[src/pkg/msp_defines.vh]
`ifndef MSP_DEFINES_VH
`define MSP_DEFINES_VH

// Command byte layout
`define MSP_CMD_WRITE_BIT 7
`define MSP_ADDR_W 5
`define MSP_CMD_BITS 6'h08

// Shift path sizing
`define MSP_SHIFT_W 40
`define MSP_CNT_W 6
`define MSP_BYTE_W 8
`define MSP_SEL_W 3
`define MSP_CHK_W 6

// Write FIFO word: {addr, byte select, last flag, data}
`define MSP_WQ_W 17
`define MSP_WQ_DEPTH 8

// Register addresses and default width in bits
`define MSP_ADDR_WAVE 5'h01
`define MSP_ADDR_ENERGY 5'h02
`define MSP_ADDR_RENERGY 5'h03
`define MSP_ADDR_STAT 5'h04
`define MSP_ADDR_RSTAT 5'h05
`define MSP_ADDR_MODEREG 5'h06
`define MSP_ADDR_DIVDEN 5'h07
`define MSP_ADDR_OFS1 5'h08
`define MSP_ADDR_OFS2 5'h09
`define MSP_ADDR_PGA 5'h0A
`define MSP_ADDR_PWRGAIN 5'h0B
`define MSP_ADDR_PHASE 5'h0C
`define MSP_ADDR_PWROFS 5'h0D
`define MSP_ADDR_ZXTO 5'h0E
`define MSP_ADDR_SAGN 5'h0F
`define MSP_ADDR_IRQMASK 5'h10
`define MSP_ADDR_CHECKSUM 5'h1E
`define MSP_BITS_DEFAULT 6'h08

// Least spacing between completed write bytes
`define MSP_GAP_NS 4000
`define MSP_CLK_MHZ 250

`endif

[src/verilog/msp_sync.v]
`default_nettype none

// Two-flop synchroniser for pin inputs
module msp_sync #(
    parameter WIDTH = 3
) (
    input wire clk,
    input wire rst,
    input wire [WIDTH-1:0] asyncIn,
    output reg [WIDTH-1:0] syncOut
);

    reg [WIDTH-1:0] meta_q;

    // First stage feeds only the second stage
    always @(posedge clk) begin
        if (rst) begin
            meta_q <= {WIDTH{1'b1}};
            syncOut <= {WIDTH{1'b1}};
        end else begin
            meta_q <= asyncIn;
            syncOut <= meta_q;
        end
    end

endmodule

`default_nettype wire

[src/verilog/msp_fifo.v]
`default_nettype none

// Small flop FIFO with valid/ready on both sides
module msp_fifo #(
    parameter WIDTH = 17,
    parameter DEPTH = 8,
    parameter AW = 3
) (
    input wire clk,
    input wire rst,
    input wire inValid,
    output wire inReady,
    input wire [WIDTH-1:0] inData,
    output wire outValid,
    input wire outReady,
    output wire [WIDTH-1:0] outData
);

    reg [WIDTH-1:0] mem [0:DEPTH-1];
    reg [AW-1:0] wrPtr_q;
    reg [AW-1:0] rdPtr_q;
    reg [AW:0] count_q;
    wire push;
    wire pop;

    // Honest flags from the occupancy count
    assign inReady = (count_q != DEPTH[AW:0]);
    assign outValid = (count_q != {(AW+1){1'b0}});
    assign outData = mem[rdPtr_q];
    assign push = inValid & inReady;
    assign pop = outValid & outReady;

    // Storage written only on push
    always @(posedge clk) begin
        if (push) begin
            mem[wrPtr_q] <= inData;
        end
    end

    // Pointers wrap naturally since depth is a power of two
    always @(posedge clk) begin
        if (rst) begin
            wrPtr_q <= {AW{1'b0}};
            rdPtr_q <= {AW{1'b0}};
            count_q <= {(AW+1){1'b0}};
        end else begin
            if (push) begin
                wrPtr_q <= wrPtr_q + 1'b1;
            end
            if (pop) begin
                rdPtr_q <= rdPtr_q + 1'b1;
            end
            if (push & ~pop) begin
                count_q <= count_q + 1'b1;
            end else if (pop & ~push) begin
                count_q <= count_q - 1'b1;
            end
        end
    end

endmodule

`default_nettype wire

[src/verilog/msp_serial_port.v]
// What this block does
// - A transfer ends only after the addressed register's last bit moves.
// - Input data is sampled on each falling serial clock edge.
// - Output bits are launched on rising serial clock edges.
// - Chip select falling resets the port to wait for a command.
// - Chip select rising aborts the transfer and floats the output.
// - Command top bit one selects a write to the addressed register.
// - Command top bit zero selects a read of the addressed register.
// - Write data capture starts on the next falling edge after command.
// - A partly shifted write byte is dropped when select rises.
// - Up to five bytes; first byte lands in the top byte.
// - Data is right-justified; unused top bits of first byte ignored.
// - After a read command output drives from the next rising edge.
// - Output floats on the last falling edge of a read.
// - Select rising floats the output, even during a read.
// - Read copies the whole register into the shift path at once.
// - Checksum clears before the first read bit goes out.
// - Each launched read bit adds to the checksum.
// - Reading the checksum register also updates the checksum.
// - Five low bits of the command hold the register address.
// - After reset the port waits for a command byte.
// - Each completed transfer returns the port to command wait.
`include "msp_defines.vh"
`default_nettype none

module msp_serial_port (
    input wire clk,
    input wire rst,
    input wire sclk,
    input wire sdi,
    input wire csN,
    output reg sdo,
    output reg sdoEn,
    output reg regRdReq,
    output reg [`MSP_ADDR_W-1:0] regRdAddr,
    input wire [`MSP_SHIFT_W-1:0] regRdData,
    output wire wrValid,
    input wire wrReady,
    output wire [`MSP_ADDR_W-1:0] wrAddr,
    output wire [`MSP_SEL_W-1:0] wrByteSel,
    output wire wrLast,
    output wire [`MSP_BYTE_W-1:0] wrData,
    output reg wrOverrun,
    output reg gapError,
    output reg [`MSP_CHK_W-1:0] readChecksum
);

    // Port states
    localparam [1:0] ST_IDLE = 2'b00;
    localparam [1:0] ST_CMD = 2'b01;
    localparam [1:0] ST_WRITE = 2'b10;
    localparam [1:0] ST_READ = 2'b11;

    // Byte spacing in clock cycles, rounded up
    localparam integer GAP_CYC_I = (`MSP_GAP_NS * `MSP_CLK_MHZ + 999) / 1000;
    localparam [10:0] GAP_CYC = GAP_CYC_I[10:0];

    // Width of each register in bits
    function [`MSP_CNT_W-1:0] regBits;
        input [`MSP_ADDR_W-1:0] a;
        begin
            case (a)
                `MSP_ADDR_WAVE: regBits = 6'h18;
                `MSP_ADDR_ENERGY: regBits = 6'h28;
                `MSP_ADDR_RENERGY: regBits = 6'h28;
                `MSP_ADDR_STAT: regBits = 6'h08;
                `MSP_ADDR_RSTAT: regBits = 6'h08;
                `MSP_ADDR_MODEREG: regBits = 6'h10;
                `MSP_ADDR_DIVDEN: regBits = 6'h0C;
                `MSP_ADDR_OFS1: regBits = 6'h08;
                `MSP_ADDR_OFS2: regBits = 6'h06;
                `MSP_ADDR_PGA: regBits = 6'h08;
                `MSP_ADDR_PWRGAIN: regBits = 6'h0C;
                `MSP_ADDR_PHASE: regBits = 6'h08;
                `MSP_ADDR_PWROFS: regBits = 6'h10;
                `MSP_ADDR_ZXTO: regBits = 6'h0C;
                `MSP_ADDR_SAGN: regBits = 6'h08;
                `MSP_ADDR_IRQMASK: regBits = 6'h08;
                `MSP_ADDR_CHECKSUM: regBits = 6'h06;
                default: regBits = `MSP_BITS_DEFAULT;
            endcase
        end
    endfunction

    // Bits on the wire: whole bytes covering the register
    function [`MSP_CNT_W-1:0] wireBits;
        input [`MSP_ADDR_W-1:0] a;
        reg [`MSP_CNT_W-1:0] b;
        begin
            b = regBits(a) + 6'h07;
            wireBits = {b[5:3], 3'b000};
        end
    endfunction

    // Synchronised pins
    wire sclkS;
    wire sdiS;
    wire csNS;
    reg sclkPrev_q;
    reg csPrev_q;
    wire sclkRise;
    wire sclkFall;
    wire csFall;

    // Shift and control state
    reg [1:0] state_q;
    reg [`MSP_BYTE_W-1:0] inSh_q;
    reg [`MSP_CNT_W-1:0] bitCnt_q;
    reg [`MSP_CNT_W-1:0] totalBits_q;
    reg [`MSP_CNT_W-1:0] regBits_q;
    reg [`MSP_ADDR_W-1:0] addr_q;
    reg [`MSP_SHIFT_W-1:0] outSh_q;
    reg loadPending_q;
    reg [10:0] gapCnt_q;

    // Combinational helpers
    wire [`MSP_BYTE_W-1:0] newByte;
    wire byteDone;
    reg [`MSP_BYTE_W-1:0] byteMask;
    reg [`MSP_SHIFT_W-1:0] snapData;
    reg [`MSP_SHIFT_W-1:0] snapMask;
    reg [`MSP_CNT_W-1:0] padShift;
    reg pushValid;
    wire pushReady;
    reg [`MSP_WQ_W-1:0] pushWord;
    wire [`MSP_WQ_W-1:0] popWord;
    wire [`MSP_SEL_W-1:0] byteNum;
    wire [`MSP_SEL_W-1:0] byteSel;
    wire [`MSP_SEL_W-1:0] lastNum;

    msp_sync #(
        .WIDTH(3)
    ) u_sync (
        .clk(clk),
        .rst(rst),
        .asyncIn({sclk, sdi, csN}),
        .syncOut({sclkS, sdiS, csNS})
    );

    // Edge finders look only at the second sync stage
    always @(posedge clk) begin
        if (rst) begin
            sclkPrev_q <= 1'b1;
            csPrev_q <= 1'b1;
        end else begin
            sclkPrev_q <= sclkS;
            csPrev_q <= csNS;
        end
    end

    assign sclkRise = sclkS & ~sclkPrev_q;
    assign sclkFall = ~sclkS & sclkPrev_q;
    assign csFall = ~csNS & csPrev_q;

    // Incoming byte with the fresh bit, MSB first
    assign newByte = {inSh_q[6:0], sdiS};
    assign byteDone = (bitCnt_q[2:0] == 3'b111);
    assign byteNum = bitCnt_q[5:3];
    assign lastNum = totalBits_q[5:3] - 3'b001;
    assign byteSel = lastNum - byteNum;

    // First byte keeps only the bits the register really has
    // right-justified first byte
    always @* begin
        byteMask = 8'hFF;
        if ((byteNum == 3'b000) && (regBits_q[2:0] != 3'b000)) begin
            byteMask = ~(8'hFF << regBits_q[2:0]);
        end
    end

    // Write byte word toward the FIFO
    always @* begin
        pushValid = 1'b0;
        pushWord = {addr_q, byteSel, (byteNum == lastNum), newByte & byteMask};
        if ((state_q == ST_WRITE) && sclkFall && csFall == 1'b0 && byteDone && ~csNS) begin
            pushValid = 1'b1;
        end
    end

    // Read snapshot source, zero padded above the register width
    always @* begin
        snapMask = ~({`MSP_SHIFT_W{1'b1}} << regBits_q);
        snapData = regRdData & snapMask;
        if (addr_q == `MSP_ADDR_CHECKSUM) begin
            snapData = {{(`MSP_SHIFT_W-`MSP_CHK_W){1'b0}}, readChecksum};
        end
        padShift = 6'h28 - totalBits_q;
    end

    // Main sequencer
    always @(posedge clk) begin
        if (rst) begin
            state_q <= ST_CMD;
            inSh_q <= 8'h00;
            bitCnt_q <= 6'h00;
            totalBits_q <= `MSP_CMD_BITS;
            regBits_q <= `MSP_BITS_DEFAULT;
            addr_q <= 5'h00;
            outSh_q <= 40'h00_0000_0000;
            sdo <= 1'b0;
            sdoEn <= 1'b0;
            regRdReq <= 1'b0;
            regRdAddr <= 5'h00;
            loadPending_q <= 1'b0;
            readChecksum <= 6'h00;
        end else begin
            regRdReq <= 1'b0;
            if (csNS) begin
                // a half byte is simply never pushed
                // output floats while select is high
                state_q <= ST_IDLE;
                sdoEn <= 1'b0;
                loadPending_q <= 1'b0;
                bitCnt_q <= 6'h00;
            end else if (csFall) begin
                state_q <= ST_CMD;
                bitCnt_q <= 6'h00;
                sdoEn <= 1'b0;
                loadPending_q <= 1'b0;
            end else begin
                case (state_q)
                    ST_CMD: begin
                        if (sclkFall) begin
                            inSh_q <= newByte;
                            bitCnt_q <= bitCnt_q + 6'h01;
                            if (byteDone) begin
                                addr_q <= newByte[`MSP_ADDR_W-1:0];
                                regBits_q <= regBits(newByte[`MSP_ADDR_W-1:0]);
                                totalBits_q <= wireBits(newByte[`MSP_ADDR_W-1:0]);
                                bitCnt_q <= 6'h00;
                                if (newByte[`MSP_CMD_WRITE_BIT]) begin
                                    // data capture from next falling edge
                                    state_q <= ST_WRITE;
                                end else begin
                                    // read command asks for a snapshot
                                    state_q <= ST_READ;
                                    regRdReq <= 1'b1;
                                    regRdAddr <= newByte[`MSP_ADDR_W-1:0];
                                    loadPending_q <= 1'b1;
                                end
                            end
                        end
                    end
                    ST_WRITE: begin
                        if (sclkFall) begin
                            inSh_q <= newByte;
                            bitCnt_q <= bitCnt_q + 6'h01;
                            // done only after the register LSB arrives
                            if (bitCnt_q == totalBits_q - 6'h01) begin
                                state_q <= ST_CMD;
                                bitCnt_q <= 6'h00;
                            end
                        end
                    end
                    ST_READ: begin
                        if (loadPending_q) begin
                            // whole register captured in one cycle
                            // unused top bits leave as zeros, MSB first
                            outSh_q <= snapData << padShift;
                            readChecksum <= 6'h00;
                            loadPending_q <= 1'b0;
                        end else if (sclkRise && bitCnt_q != totalBits_q) begin
                            sdo <= outSh_q[`MSP_SHIFT_W-1];
                            sdoEn <= 1'b1;
                            outSh_q <= {outSh_q[`MSP_SHIFT_W-2:0], 1'b0};
                            bitCnt_q <= bitCnt_q + 6'h01;
                            // count ones as they go out
                            // same path when checksum itself is read
                            readChecksum <= readChecksum + {5'b00000, outSh_q[`MSP_SHIFT_W-1]};
                        end else if (sclkFall && bitCnt_q == totalBits_q) begin
                            sdoEn <= 1'b0;
                            state_q <= ST_CMD;
                            bitCnt_q <= 6'h00;
                        end
                    end
                    ST_IDLE: begin
                        // Tied-low select never returns here
                        state_q <= ST_IDLE;
                    end
                    default: begin
                        state_q <= ST_CMD;
                    end
                endcase
            end
        end
    end

    // Write byte buffer; a full buffer drops the byte and flags it
    msp_fifo #(
        .WIDTH(`MSP_WQ_W),
        .DEPTH(`MSP_WQ_DEPTH),
        .AW(3)
    ) u_wq (
        .clk(clk),
        .rst(rst),
        .inValid(pushValid),
        .inReady(pushReady),
        .inData(pushWord),
        .outValid(wrValid),
        .outReady(wrReady),
        .outData(popWord)
    );

    // byte select counts down from the top byte
    assign wrAddr = popWord[16:12];
    assign wrByteSel = popWord[11:9];
    assign wrLast = popWord[8];
    assign wrData = popWord[7:0];

    // Overrun is sticky until reset; set is the only event
    always @(posedge clk) begin
        if (rst) begin
            wrOverrun <= 1'b0;
        end else if (pushValid & ~pushReady) begin
            wrOverrun <= 1'b1;
        end
    end

    // Spacing watch: host must leave the register side time to absorb bytes
    always @(posedge clk) begin
        if (rst) begin
            gapCnt_q <= GAP_CYC;
            gapError <= 1'b0;
        end else begin
            gapError <= 1'b0;
            if (pushValid) begin
                // byte completed too soon after the last one
                if (gapCnt_q != GAP_CYC) begin
                    gapError <= 1'b1;
                end
                gapCnt_q <= 11'h000;
            end else if (regRdReq && gapCnt_q != GAP_CYC) begin
                // read command too soon after a write byte
                gapError <= 1'b1;
            end else if (gapCnt_q != GAP_CYC) begin
                gapCnt_q <= gapCnt_q + 11'h001;
            end
        end
    end

endmodule

`default_nettype wire

[config.mk]
export PLATFORM = sky130hd
export DESIGN_NAME = msp_serial_port
export DESIGN_NICKNAME = d
export VERILOG_FILES = /design/src/verilog/msp_sync.v /design/src/verilog/msp_fifo.v /design/src/verilog/msp_serial_port.v
export VERILOG_INCLUDE_DIRS = /design/src /design/src/pkg
export SDC_FILE = /design/constraint.sdc
export NUM_CORES = 1
export LEC_CHECK = 0
export ABC_CLOCK_PERIOD_IN_PS = 5240
export BUFFER_PORTS_ARGS = -buffer_cell sky130_fd_sc_hd__buf_2
export CELL_PAD_IN_SITES_DETAIL_PLACEMENT = 0
export CELL_PAD_IN_SITES_GLOBAL_PLACEMENT = 1
export CORE_MARGIN = 5
export CORE_UTILIZATION = 53
export CTS_BUF_LIST = sky130_fd_sc_hd__clkbuf_4 sky130_fd_sc_hd__clkbuf_8 sky130_fd_sc_hd__clkbuf_16
export DETAILED_ROUTE_END_ITERATION = 8
export GPL_TIMING_DRIVEN = 0
export PLACE_DENSITY = 0.94
export SETUP_SLACK_MARGIN = 0.05
export SYNTH_ARGS = -nofsm -noshare
export SYNTH_HDL_FRONTEND = slang
export SYNTH_SLANG_ARGS = --single-unit
[constraint.sdc]
create_clock -name clk -period 5.24 [get_ports clk]
set_clock_uncertainty 0.05 [all_clocks]
set_input_delay 0.262 -clock clk [delete_from_list [all_inputs] [get_ports clk]]
set_output_delay 0.262 -clock clk [all_outputs]
set_load 0.1 [all_outputs]
After elaboration in Yosys (flattened, before gate mapping)
Memories as Yosys holds them, arrays and structs flattened. A register that Yosys moved wholly into a read port is not among the register bits.
Cells that the tools add are included.
- input bits: 46
- memories: 3
- register bits: 115
- memory bits (read-only): 320
- memory bits (writable): 136
- memory list (memory ; depth ; width ; read ports ; clocked after Yosys merged registers in ; wr ports ; RTL line ; text):
    (no name shown) ; 32 ; 5 ; 1 ; 1 ; 0 ; msp_serial_port.v:62 ; case (a)
    (no name shown) ; 32 ; 5 ; 1 ; 0 ; 0 ; msp_serial_port.v:62 ;
    u_wq.mem ; 8 ; 17 ; 1 ; 1 ; 1 ; msp_fifo.v:19 ; reg [WIDTH-1:0] mem [0:DEPTH-1];
- shift-type cells: 3
- add/sub/neg operators: 12
- equal/unequal tests: 28
- reduce and logical (&&, ||, !) cells: 34
- multiplexer cells: 51
- bitwise gates (word level): 25
- operator list (operator ; count):
    40-bit two-way mux ; 3
    6-bit two-way mux ; 15
    40-bit bitwise AND ; 1
    40-bit inverter ; 1
    40-bit by 6-bit << shifter with 40-bit output ; 1
    40-bit by 6-bit << shifter with 40-bit output (first input constant) ; 1
    10-bit two-way mux ; 3
    4-bit by 3-bit inequality test with 1-bit output (second input constant) ; 6
    6-bit case mux with 3 select lines ; 1
    2-bit inequality test (second input constant) ; 8
    1-bit two-way mux ; 15
    5-bit AND reduction ; 3
    2-bit two-way mux ; 7
    7-bit AND reduction ; 2
    1-bit inverter ; 13
    6-bit == test ; 2
    4-bit AND reduction ; 3
    11-bit by 1-bit adder with 11-bit output (second input constant) ; 1
    11-bit by 10-bit inequality test with 1-bit output (second input constant) ; 1
    2-bit nonzero test ; 5
    1-bit bitwise AND ; 8
    8-bit bitwise AND ; 1
    1-bit logical AND ; 8
    4-bit two-way mux ; 2
    other kinds (36) ; 42

Logic depth before layout (Yosys ltp)
Gate-level depths: netlist of run 1.
- word-level depth: 12
- gate-level depth with buffers: 14
- depth with buffers taken out: 13

Cells and area by module
From an unflattened synthesis of run 1, not the netlist that was laid out.
- cell total of the unflattened synthesis: 1029
- area total of the unflattened synthesis: 11882.6 µm²
- by module, submodules not included (module ; sequential area each (µm²) ; instances ; cells an instance ; area each (µm²)):
    msp_serial_port ; 1961.9 ; 1 ; 747 ; 5871.9
    msp_fifo ; 4344.2 ; 1 ; 270 ; 5853.1
    msp_sync ; 120.1 ; 1 ; 12 ; 157.7

Least setup slack after synthesis of run 1
OpenSTA, ideal clock, no wires.
- kind: register -> register
- from: reg bitCnt_q[0]
- to: mem u_wq.mem[0][0] (enable)
- setup slack: 1723 ps
- clock period less this slack: 3517 ps
- cell stages (with the launch flop): 7
- data required time: 4755 ps
- arrival time: 3033 ps
- buffers on the path: 1
- cells stage by stage: dfxtp_1 > ha_1 > ha_1 > nand4_1 > or2_1 > clkbuf_1 > nor4_1
- word-level cells in the longest chain between the ends: 7
- ends and longest elaborated chain (what ; RTL line ; text):
    start, declared ; msp_serial_port.v:108 ; reg [`MSP_CNT_W-1:0] bitCnt_q;
    start signal, assigned ; msp_serial_port.v:225 ; bitCnt_q <= bitCnt_q + 6'h01;
    start signal, assigned ; msp_serial_port.v:247 ; bitCnt_q <= bitCnt_q + 6'h01;
    start signal, assigned ; msp_serial_port.v:266 ; bitCnt_q <= bitCnt_q + 6'h01;
    3-bit == test ; msp_serial_port.v:157 ; assign byteDone = (bitCnt_q[2:0] == 3'b111);
    1-bit logical AND (2 in series) ; msp_serial_port.v:175 ; if ((state_q == ST_WRITE) && sclkFall && csFall == 1'b0 && byteDone && ~csNS) begin
    1-bit two-way mux ; msp_serial_port.v:175 ;
    1-bit bitwise AND ; msp_fifo.v:30 ; assign push = inValid & inReady;
    1-bit two-way mux ; msp_fifo.v:35 ; if (push) begin
    1-bit two-way mux (implied by the code) ; msp_fifo.v:36 ; mem[wrPtr_q] <= inData;
    end, declared ; msp_fifo.v:19 ;
No other way between the ends.

Worst setup path in the final report of run 1
- from: reg u_sync.syncOut[0]
- to: reg u_wq.count_q[3]
- word-level cells in the longest chain between the ends: 11
- ends and longest elaborated chain (what ; RTL line ; text):
    start, declared ; msp_sync.v:10 ; output reg [WIDTH-1:0] syncOut
    start signal, assigned ; msp_sync.v:19 ; syncOut <= {WIDTH{1'b1}};
    start signal, assigned ; msp_sync.v:22 ; syncOut <= meta_q;
    1-bit inverter (no line) * ; -- ;
    1-bit bitwise AND ; msp_serial_port.v:153 ; assign csFall = ~csNS & csPrev_q;
    1-bit inverter (no line) ; -- ;
    1-bit logical AND (2 in series) ; msp_serial_port.v:175 ;
    1-bit logical AND * ; msp_serial_port.v:175 ;
    1-bit two-way mux * ; msp_serial_port.v:175 ;
    1-bit bitwise AND * ; msp_fifo.v:30 ;
    named net u_wq.push ; msp_fifo.v:23 ; wire push;
    1-bit inverter ; msp_fifo.v:55 ; end else if (pop & ~push) begin
    1-bit bitwise AND ; msp_fifo.v:55 ;
    2-bit nonzero test (no line) ; -- ;
    end signal, assigned ; msp_fifo.v:45 ; count_q <= {(AW+1){1'b0}};
    end signal, assigned ; msp_fifo.v:54 ; count_q <= count_q + 1'b1;
    end signal, assigned ; msp_fifo.v:56 ; count_q <= count_q - 1'b1;
    end, declared ; msp_fifo.v:22 ; reg [AW:0] count_q;
The timed path passes the listed nets; every way through them passes the cells marked *.
A chain may end at the register's enable or synchronous reset.

==> summary.md, run 1 <==
| Metric | Value |
|---|---|
| Status | finished, final reports clean |
| Htree depth | 1 |
| Crit-path max FO | 7 |
| Critical Path RT | 5640 ps |
| Worst setup EP type | flip-flop |
| Post-synthesis simple-gate area fraction | 13.9% |
| Hold Path Depth | 3 |
| Sw Ratio | 20.5% |
| Crit path buffers/inverters | 3 |
| CTS tree | yes |
| Worst reg2reg path depth | 13 |
| Utilization after layout | 61.9% |
| Die area | 25900 sq um |
| Adder-Cell Fraction of Synth Area | 2.30% |
| Pre-Repair DR Iteration Count | 5 |
| Compound-Gate Fraction of Synth Area | 15.1% |
| Synth top area cells | edfxtp_1, dfxtp_1, mux4_2, nor2_1, nand2_1 |
| Ys Warns | 0 |
| Post-synthesis cell type count | 85 |
| Post-DR vias/cell | 6.44 |
| Placer Congestion | 0.980 |
| Layout area overhead | 15.5% |
| Wire per inst | 23.1 um |
| Ys flop type | edfxtp_1 |
| Post-DP HPWL | 24900 um |
| Mapped Nets | 1137 |
| Cell row count | 55 |
| Seq/Total Area, Yosys | 53.3% |
| Most frequent cells after synthesis | edfxtp_1, dfxtp_1, nor2_1 |
| Max-cap violation count | 0 |
| Post-synth ARST share | 0% |
| Initial antenna violation count | 0 |
| First-pass GRT wire length | 53500 um |
| Clock power frac | 46.9% |
| Crit path kind | flip-flop to flip-flop |
| Routed wire length | 34500 um |
| Root Driver | clkbuf_16 |
| Mapped Cells | 1070 |
| Slew headroom | 25.5% |
| Antenna Nets Post-Route | 0 |
| Die Y | 161 um |
| NetSw | 846 uW |
| Clock transition at path regs | 60 ps |
| Post-Synthesis Cell Area | 12100 sq um |
| Part of the power in registers | 50.4% |
| Setup ws final | 1600 ps |
| Pwr Density | 296 nW/um^2 |
| Fin. Hold Viols | 0 |
| Most numerous cell in the Yosys netlist | edfxtp_1 |
| HP Class | primary input to flip-flop |
| Layout cells sized above 1 | 20.2% |
| #FFs+latches synth | 253 |
| Slew Viols, Final | 0 |
| Die width | 161 um |
| Final setup viols | 0 |
| DRT iter0 DRCs | 1153 |
| Largest net degree at the start of global routing | 15 |
| CTS Buf Count | 26 |
| Synth area leader | edfxtp_1 |
| Final nets | 1257 |
| Max incr delay on CP | 490 ps |
| Crit Reg-Reg Endpoint | u_wq.count_q[3] |
| Initial core utilization | 53.6% |
| Vias in the first global route | 9298 |
| Slowest-stage cell, CP | nand4_1 |
| Synth Area in XOR/XNOR | 2.28% |
| Via count | 9634 |
| Post-route clock period utilization | 69.5% |
| Slew @ Worst Pin | 1110 ps |
| Clk Latency, worst-skew pair | 530 ps |
| Number of diodes | 0 |
| Hold path start | wrReady |
| Gr ovfl total | 0 |
| Fill cells | 1734 |
| Synth Area per Inst | 11.3 sq um |
| F_max | 0.275 GHz |
| Worst setup SP type | flip-flop |
| Worst R2R Setup Slack | 1600 ps |
| Cell Chain, Critical Path | nor2_1 > nand4_1 > or2_1 > clkbuf_1 > inv_2 > ha_1 > inv_1 > ha_1 > a21o_1 > a21oi_1 > xnor2_1 > or3_1 > a21oi_1 |
| Critical path arrival | 4040 ps |
| Hold slack final | 16.6 ps |
| Comb pwr share | 2.7% |
| Clk sinks | 253 |
| Top delay family on crit path | simple AND/OR/NAND/NOR gates |
| Tot Pwr | 4130 uW |
| Post-CTS setup buffer count | 0 |
| Fin crit period | 3640 ps |
| Total I/O pin count | 80 |
| Mux share of post-synthesis cell area | 9.46% |
| Max VDD drop | 0.000221 V |
| Core area | 22500 sq um |
| Main combinational cell family by area after synthesis | compound AO/OA/AOI/OAI gates |
| Drt drc | 0 |
| Reg2reg start | u_sync.syncOut[0] |
| LEAKAGE | 0.00472 uW |
| Global-route usage over all layers | 26.2% |
| IO Port Bufs | 79 |
| Top-area cell type share of the netlist area | 33.9% |
| RSZ-0062 raised after global routing | false |
| Bufs on Longest Clock Path | 3 |
| Post-synth EDFFs | 136 |
| Fin Setup TNS | 0 ps |
| DP Worst Slack | 1680 ps |
| Int Power | 3280 uW |
[flip-flops by register name, summed over array words and instances (netlist names), 2 cells and up, named ones only]
signal and flops:
state_q 2, regBits_q 5, u_sync.syncOut 3, u_sync.meta_q 3, u_wq.count_q 4, u_wq.rdPtr_q 3, u_wq.wrPtr_q 3, inSh_q 7
bitCnt_q 6, gapCnt_q 11, totalBits_q 3, readChecksum 6, addr_q 5, outSh_q 40, regRdAddr 5, u_wq.mem 136
[layout by cell type (no fill, tap or decap), drive strengths merged, types with 34 or more instances in the layout]
cell type  instances
a21oi             52
buf              113
clkbuf            90
dfxtp            117
edfxtp           136
mux4              34
nand2             78
nand3             42
nor2              94
nor3              38
o21ai             40
[final cells by class]
type / instances / area [sq um] / share of cell area [%]
buffer: 82 / 358 / 2.57
multi-input combinational: 711 / 5220 / 37.5
inverter: 24 / 90.1 / 0.646
timing repair buffer: 92 / 579 / 4.16
tap: 285 / 357 / 2.56
clock buffer: 32 / 713 / 5.12
clock inverter: 16 / 191 / 1.37
sequential: 253 / 6430 / 46.1
[power groups by stage]
stage / registers, uW / logic [uW] / clock network (uW)
finish: 2080 / 111 / 1940
global route: 2080 / 120 / 2050
CTS: 2080 / 108 / 1950
detailed placement: 2120 / 105 / 0
global placement: 2120 / 105 / 0
floorplan: 2120 / 58.7 / 0
[worst register-to-register path: cells and delay by family, from the launching register on]
kind,cells,cell delay [ps]
AOI/OAI and AO/OA,3,470
xor gates and xnor gates,1,80
and+or+nand+nor,4,1660
DFF,1,370
buffers and inverters,3,460
adders and majority gates,2,490
[how the worst max path moves through the flow]
stage | startpoint | endpoint | slack, ps | cells after the start
after global placement | bitCnt_q[0] | u_wq.mem[0][11] | 60 | 6
after floorplan | bitCnt_q[0] | u_wq.mem[0][0] | 1720 | 6
after global routing | bitCnt_q[0] | u_wq.count_q[3] | 1380 | 14
after CTS | bitCnt_q[0] | u_wq.count_q[3] | 1630 | 14
after detailed placement | bitCnt_q[0] | u_wq.count_q[3] | 1680 | 14
final | u_sync.syncOut[0] | u_wq.count_q[3] | 1600 | 13
[layer usage]
metal  GRT usage, %  part of all wire (%)  wire length [um]  up-vias
li1               -                     -                 -     4366
met1           35.9                    41             14000     4724
met2           42.7                    47             16400      468
met3           3.80                   8.2              2820       76
met4           9.89                   3.8              1320        0
met5              0                     0                 0        -
[metrics by stage]
| step | std cells | instance area, sq um |
|---|---|---|
| 2_1_floorplan | 1070 | 12100 |
| 4_1_cts | 1495 | 13900 |
| 3_5_place_dp | 1444 | 13000 |
| 5_1_grt | 1495 | 13900 |
| 6_report | 1495 | 13900 |
| 3_3_place_gp | 1434 | 12800 |
[cells by family (layout without fill, tap and decap cells)]
| family | after synthesis | after routing |
|---|---|---|
| simple gates | 341 | 341 |
| flops | 253 | 253 |
| compound gates | 252 | 252 |
| buf+inv | 106 | 246 |
| mux | 69 | 69 |
| xor+xnor | 28 | 28 |
| fa+ha+maj | 21 | 21 |
[what timing repair did]
action	in CTS	in global routing
hold buffers	3	0
gates resized for setup	0	0
setup endpoints to repair	0	0
endpoints found under the hold margin	3	0
Power figures use the tool's default switching activity.
==> inputs of run 2 (changes only) <==
- ABC_AREA: unset -> 1
- ABC_CLOCK_PERIOD_IN_PS: 5240 -> 3600
- CORE_UTILIZATION: 53 -> 46
- PLACE_DENSITY: 0.94 -> 0.89
- clock period: 5.24 -> 3.6 ns (I/O delays scaled with it)
==> run 2 against run 1 <==
Fmax increased by 17%. Worst hold slack improved by 51 ps. Sequential power increased by 50%. Critical path type unchanged. Critical path depth decreased by 2. Flip-flop and latch count unchanged. Via count increased by 10%. Synthesized cell count increased by 34%.
==> summary.md, run 2 <==
| Metric | Value |
|---|---|
| Status | finished, final reports clean |
| Fin crit period | 3100 ps |
| Pre-Repair DR Iteration Count | 6 |
| Die area | 29700 sq um |
| Mapped Nets | 1501 |
| Cell row count | 59 |
| Worst R2R Setup Slack | 500 ps |
| Fin Setup TNS | 0 ps |
| Number of diodes | 0 |
| Post-synth EDFFs | 136 |
| Finished Layout Cells | 1909 |
| Post-CTS setup buffer count | 0 |
| CTS Buf Count | 26 |
| LEAKAGE | 0.00573 uW |
| Max VDD drop | 0.000864 V |
| Total I/O pin count | 80 |
| Most common cell after layout, fill and taps aside | nand2_1 |
| Synth Area per Inst | 8.45 sq um |
| Crit Reg-Reg Endpoint | u_wq.mem[7][1] |
| Ys flop type | edfxtp_1 |
| Slowest-stage cell, CP | nor3_2 |
| Slew Viols, Final | 0 |
| Final nets | 1621 |
| DRT iter0 DRCs | 1119 |
| HP Class | primary input to flip-flop |
| Worst setup SP type | flip-flop |
| IO Port Bufs | 79 |
| First-pass GRT wire length | 54700 um |
| Fin. Hold Viols | 0 |
| Clk sinks | 253 |
| Post_cts resized | 0 |
| Crit path kind | flip-flop to flip-flop |
| Mapped Cells | 1434 |
| Post-DR vias/cell | 5.55 |
| Cell Chain, Critical Path | ha_1 > ha_1 > inv_1 > nor3_2 > inv_2 > nor2_2 > nand2_1 > nor2_1 > inv_2 > nor3_2 > buf_4 |
| Post-Synthesis Cell Area | 12100 sq um |
| Routed wire length | 35000 um |
| Critical path arrival | 3300 ps |
| Pwr Density | 612 nW/um^2 |
| Critical Path RT | 3790 ps |
| Most numerous cell in the Yosys netlist | nand2_1 |
| Antenna Nets Post-Route | 0 |
| #FFs+latches synth | 253 |
| Most frequent cells after synthesis | nand2_1, nor2_1, nand3_1 |
| Post-route clock period utilization | 86.2% |
| Hold Path Depth | 5 |
| Placed Instances | 1856 |
| Multi-input gate area | 4910 sq um |
| Slew @ Worst Pin | 820 ps |
| Initial antenna violation count | 0 |
| Crit-path max FO | 10 |
| Gr ovfl total | 0 |
| Worst setup EP type | flip-flop |
| Post-synthesis cell type count | 47 |
| RSZ-0062 raised after global routing | false |
| Fill cells | 2425 |
| CTS tree | yes |
| Global-route usage over all layers | 23.5% |
| Synth top area cells | edfxtp_1, dfxtp_1, nand2_1, nand3_1, nor2_1 |
| Seq/Total Area, Yosys | 53.1% |
| Layout cells sized above 1 | 13.9% |
| Worst reg2reg path depth | 11 |
| Die width | 172 um |
| Initial core utilization | 46.6% |
| Vias in the first global route | 10200 |
| Register bank with the most flops | u_wq.mem |
| Clk Latency, worst-skew pair | 550 ps |
| Largest net degree at the start of global routing | 16 |
| Placer Congestion | 0.981 |
| Layout area overhead | 15.8% |
| Via count | 10600 |
| Reg2reg start | bitCnt_q[1] |
| Bufs on Longest Clock Path | 3 |
| Critical Path Source | bitCnt_q[1] |
| Max incr delay on CP | 560 ps |
| Core area | 26000 sq um |
| Die Y | 172 um |
| Htree depth | 1 |
| Final setup viols | 0 |
| Post-synth ARST share | 0% |
| Commonest non-fill, non-tap cells in the layout | nand2_1, nor2_1, nand3_1 |
| Largest regs | u_wq.mem (136), outSh_q (40), gapCnt_q (11) |
| F_max | 0.322 GHz |
| Max reg flops | 136 |
| Register area | 6430 sq um |
| Crit path capture | u_wq.mem[7][1] |
| Top-area cell type share of the netlist area | 33.7% |
| Drt drc | 0 |
| Ys Warns | 0 |
| Slew headroom | 45.1% |
| Clock transition at path regs | 60 ps |
| Wire per inst | 18.3 um |
| Post-DP HPWL | 25800 um |
| Root Driver | clkbuf_16 |
| Max-cap violation count | 0 |
| Hold slack final | 68.0 ps |
| Synth area leader | edfxtp_1 |
==> run 2: worst min-delay path by stage <==
stage | from | end | slack, ps
final | regRdData[13] | outSh_q[13] | 70
after global routing | regRdData[13] | outSh_q[13] | 120
after detailed placement | sclk | u_sync.meta_q[2] | 320
after floorplan | csN | u_sync.meta_q[0] | 230
after CTS | regRdData[13] | outSh_q[13] | 60
after global placement | csN | u_sync.meta_q[0] | 310
==> run 2: repair_timing <==
action | CTS | global route
hold buffers | 5 | 0
endpoints found under the setup margin | 0 | 0
endpoints found under the hold margin | 5 | 0
==> run 2: metal layers <==
metal  global-route usage (%)  share of wire, %  routed length [um]  vias to the layer above
met5                        0                 0                   0                        -
met4                     7.35               3.1                1100                        0
met3                     3.73               7.0                2460                       78
li1                         -                 -                   -                     5148
met1                     30.7                42               14600                     4965
met2                     40.4                48               16900                      411
==> run 2: cell type report <==
cell class	instances	share of cell area (%)
plain buffers	80	2.69
clock buffers	35	5.16
repair buffers	92	3.79
inverters	115	3.09
clock inverters	13	1.44
multi-input cells	986	35.0
flip-flops and latches	253	45.8
well taps	335	2.99
==> run 2: power by group <==
| part | internal, uW | switching (uW) | total, uW |
|---|---|---|---|
| Sequential | 3080 | 51.9 | 3130 |
| Combinational | 558 | 2060 | 2620 |
| Clock | 1720 | 1120 | 2840 |
| Total | 5360 | 3230 | 8590 |
==> run 2: per-stage QoR <==
step | utilization [%] | total power, uW | setup WS [ps] | cell area, sq um
2_1_floorplan | - | 5250 | 464 | 12100
3_3_place_gp | 49.7 | 5790 | -743 | 12900
3_5_place_dp | 50.2 | 5810 | 523 | 13100
4_1_cts | 54.0 | 8640 | 488 | 14000
5_1_grt | 54.0 | 8940 | 156 | 14000
6_report | 54.0 | 8590 | 496 | 14000
==> run 2: cell families after synthesis <==
| family | after synthesis | share of synthesized area, % |
|---|---|---|
| xor gates and xnor gates | 9 | 0.651 |
| AOI/OAI and AO/OA | 310 | 14.1 |
| DFF | 253 | 53.1 |
| adders and majority gates | 21 | 2.29 |
| and+or+nand+nor | 646 | 23.2 |
| buffers and inverters | 195 | 6.70 |
==> run 2: worst max-delay path, delay by kind of cell, from the launching register on <==
| kind | cells | cell delay, ps |
|---|---|---|
| adder cells (fa/ha/maj) | 2 | 460 |
| buffers and inverters | 4 | 570 |
| flip-flops | 1 | 390 |
| AND/OR/NAND/NOR | 5 | 1310 |
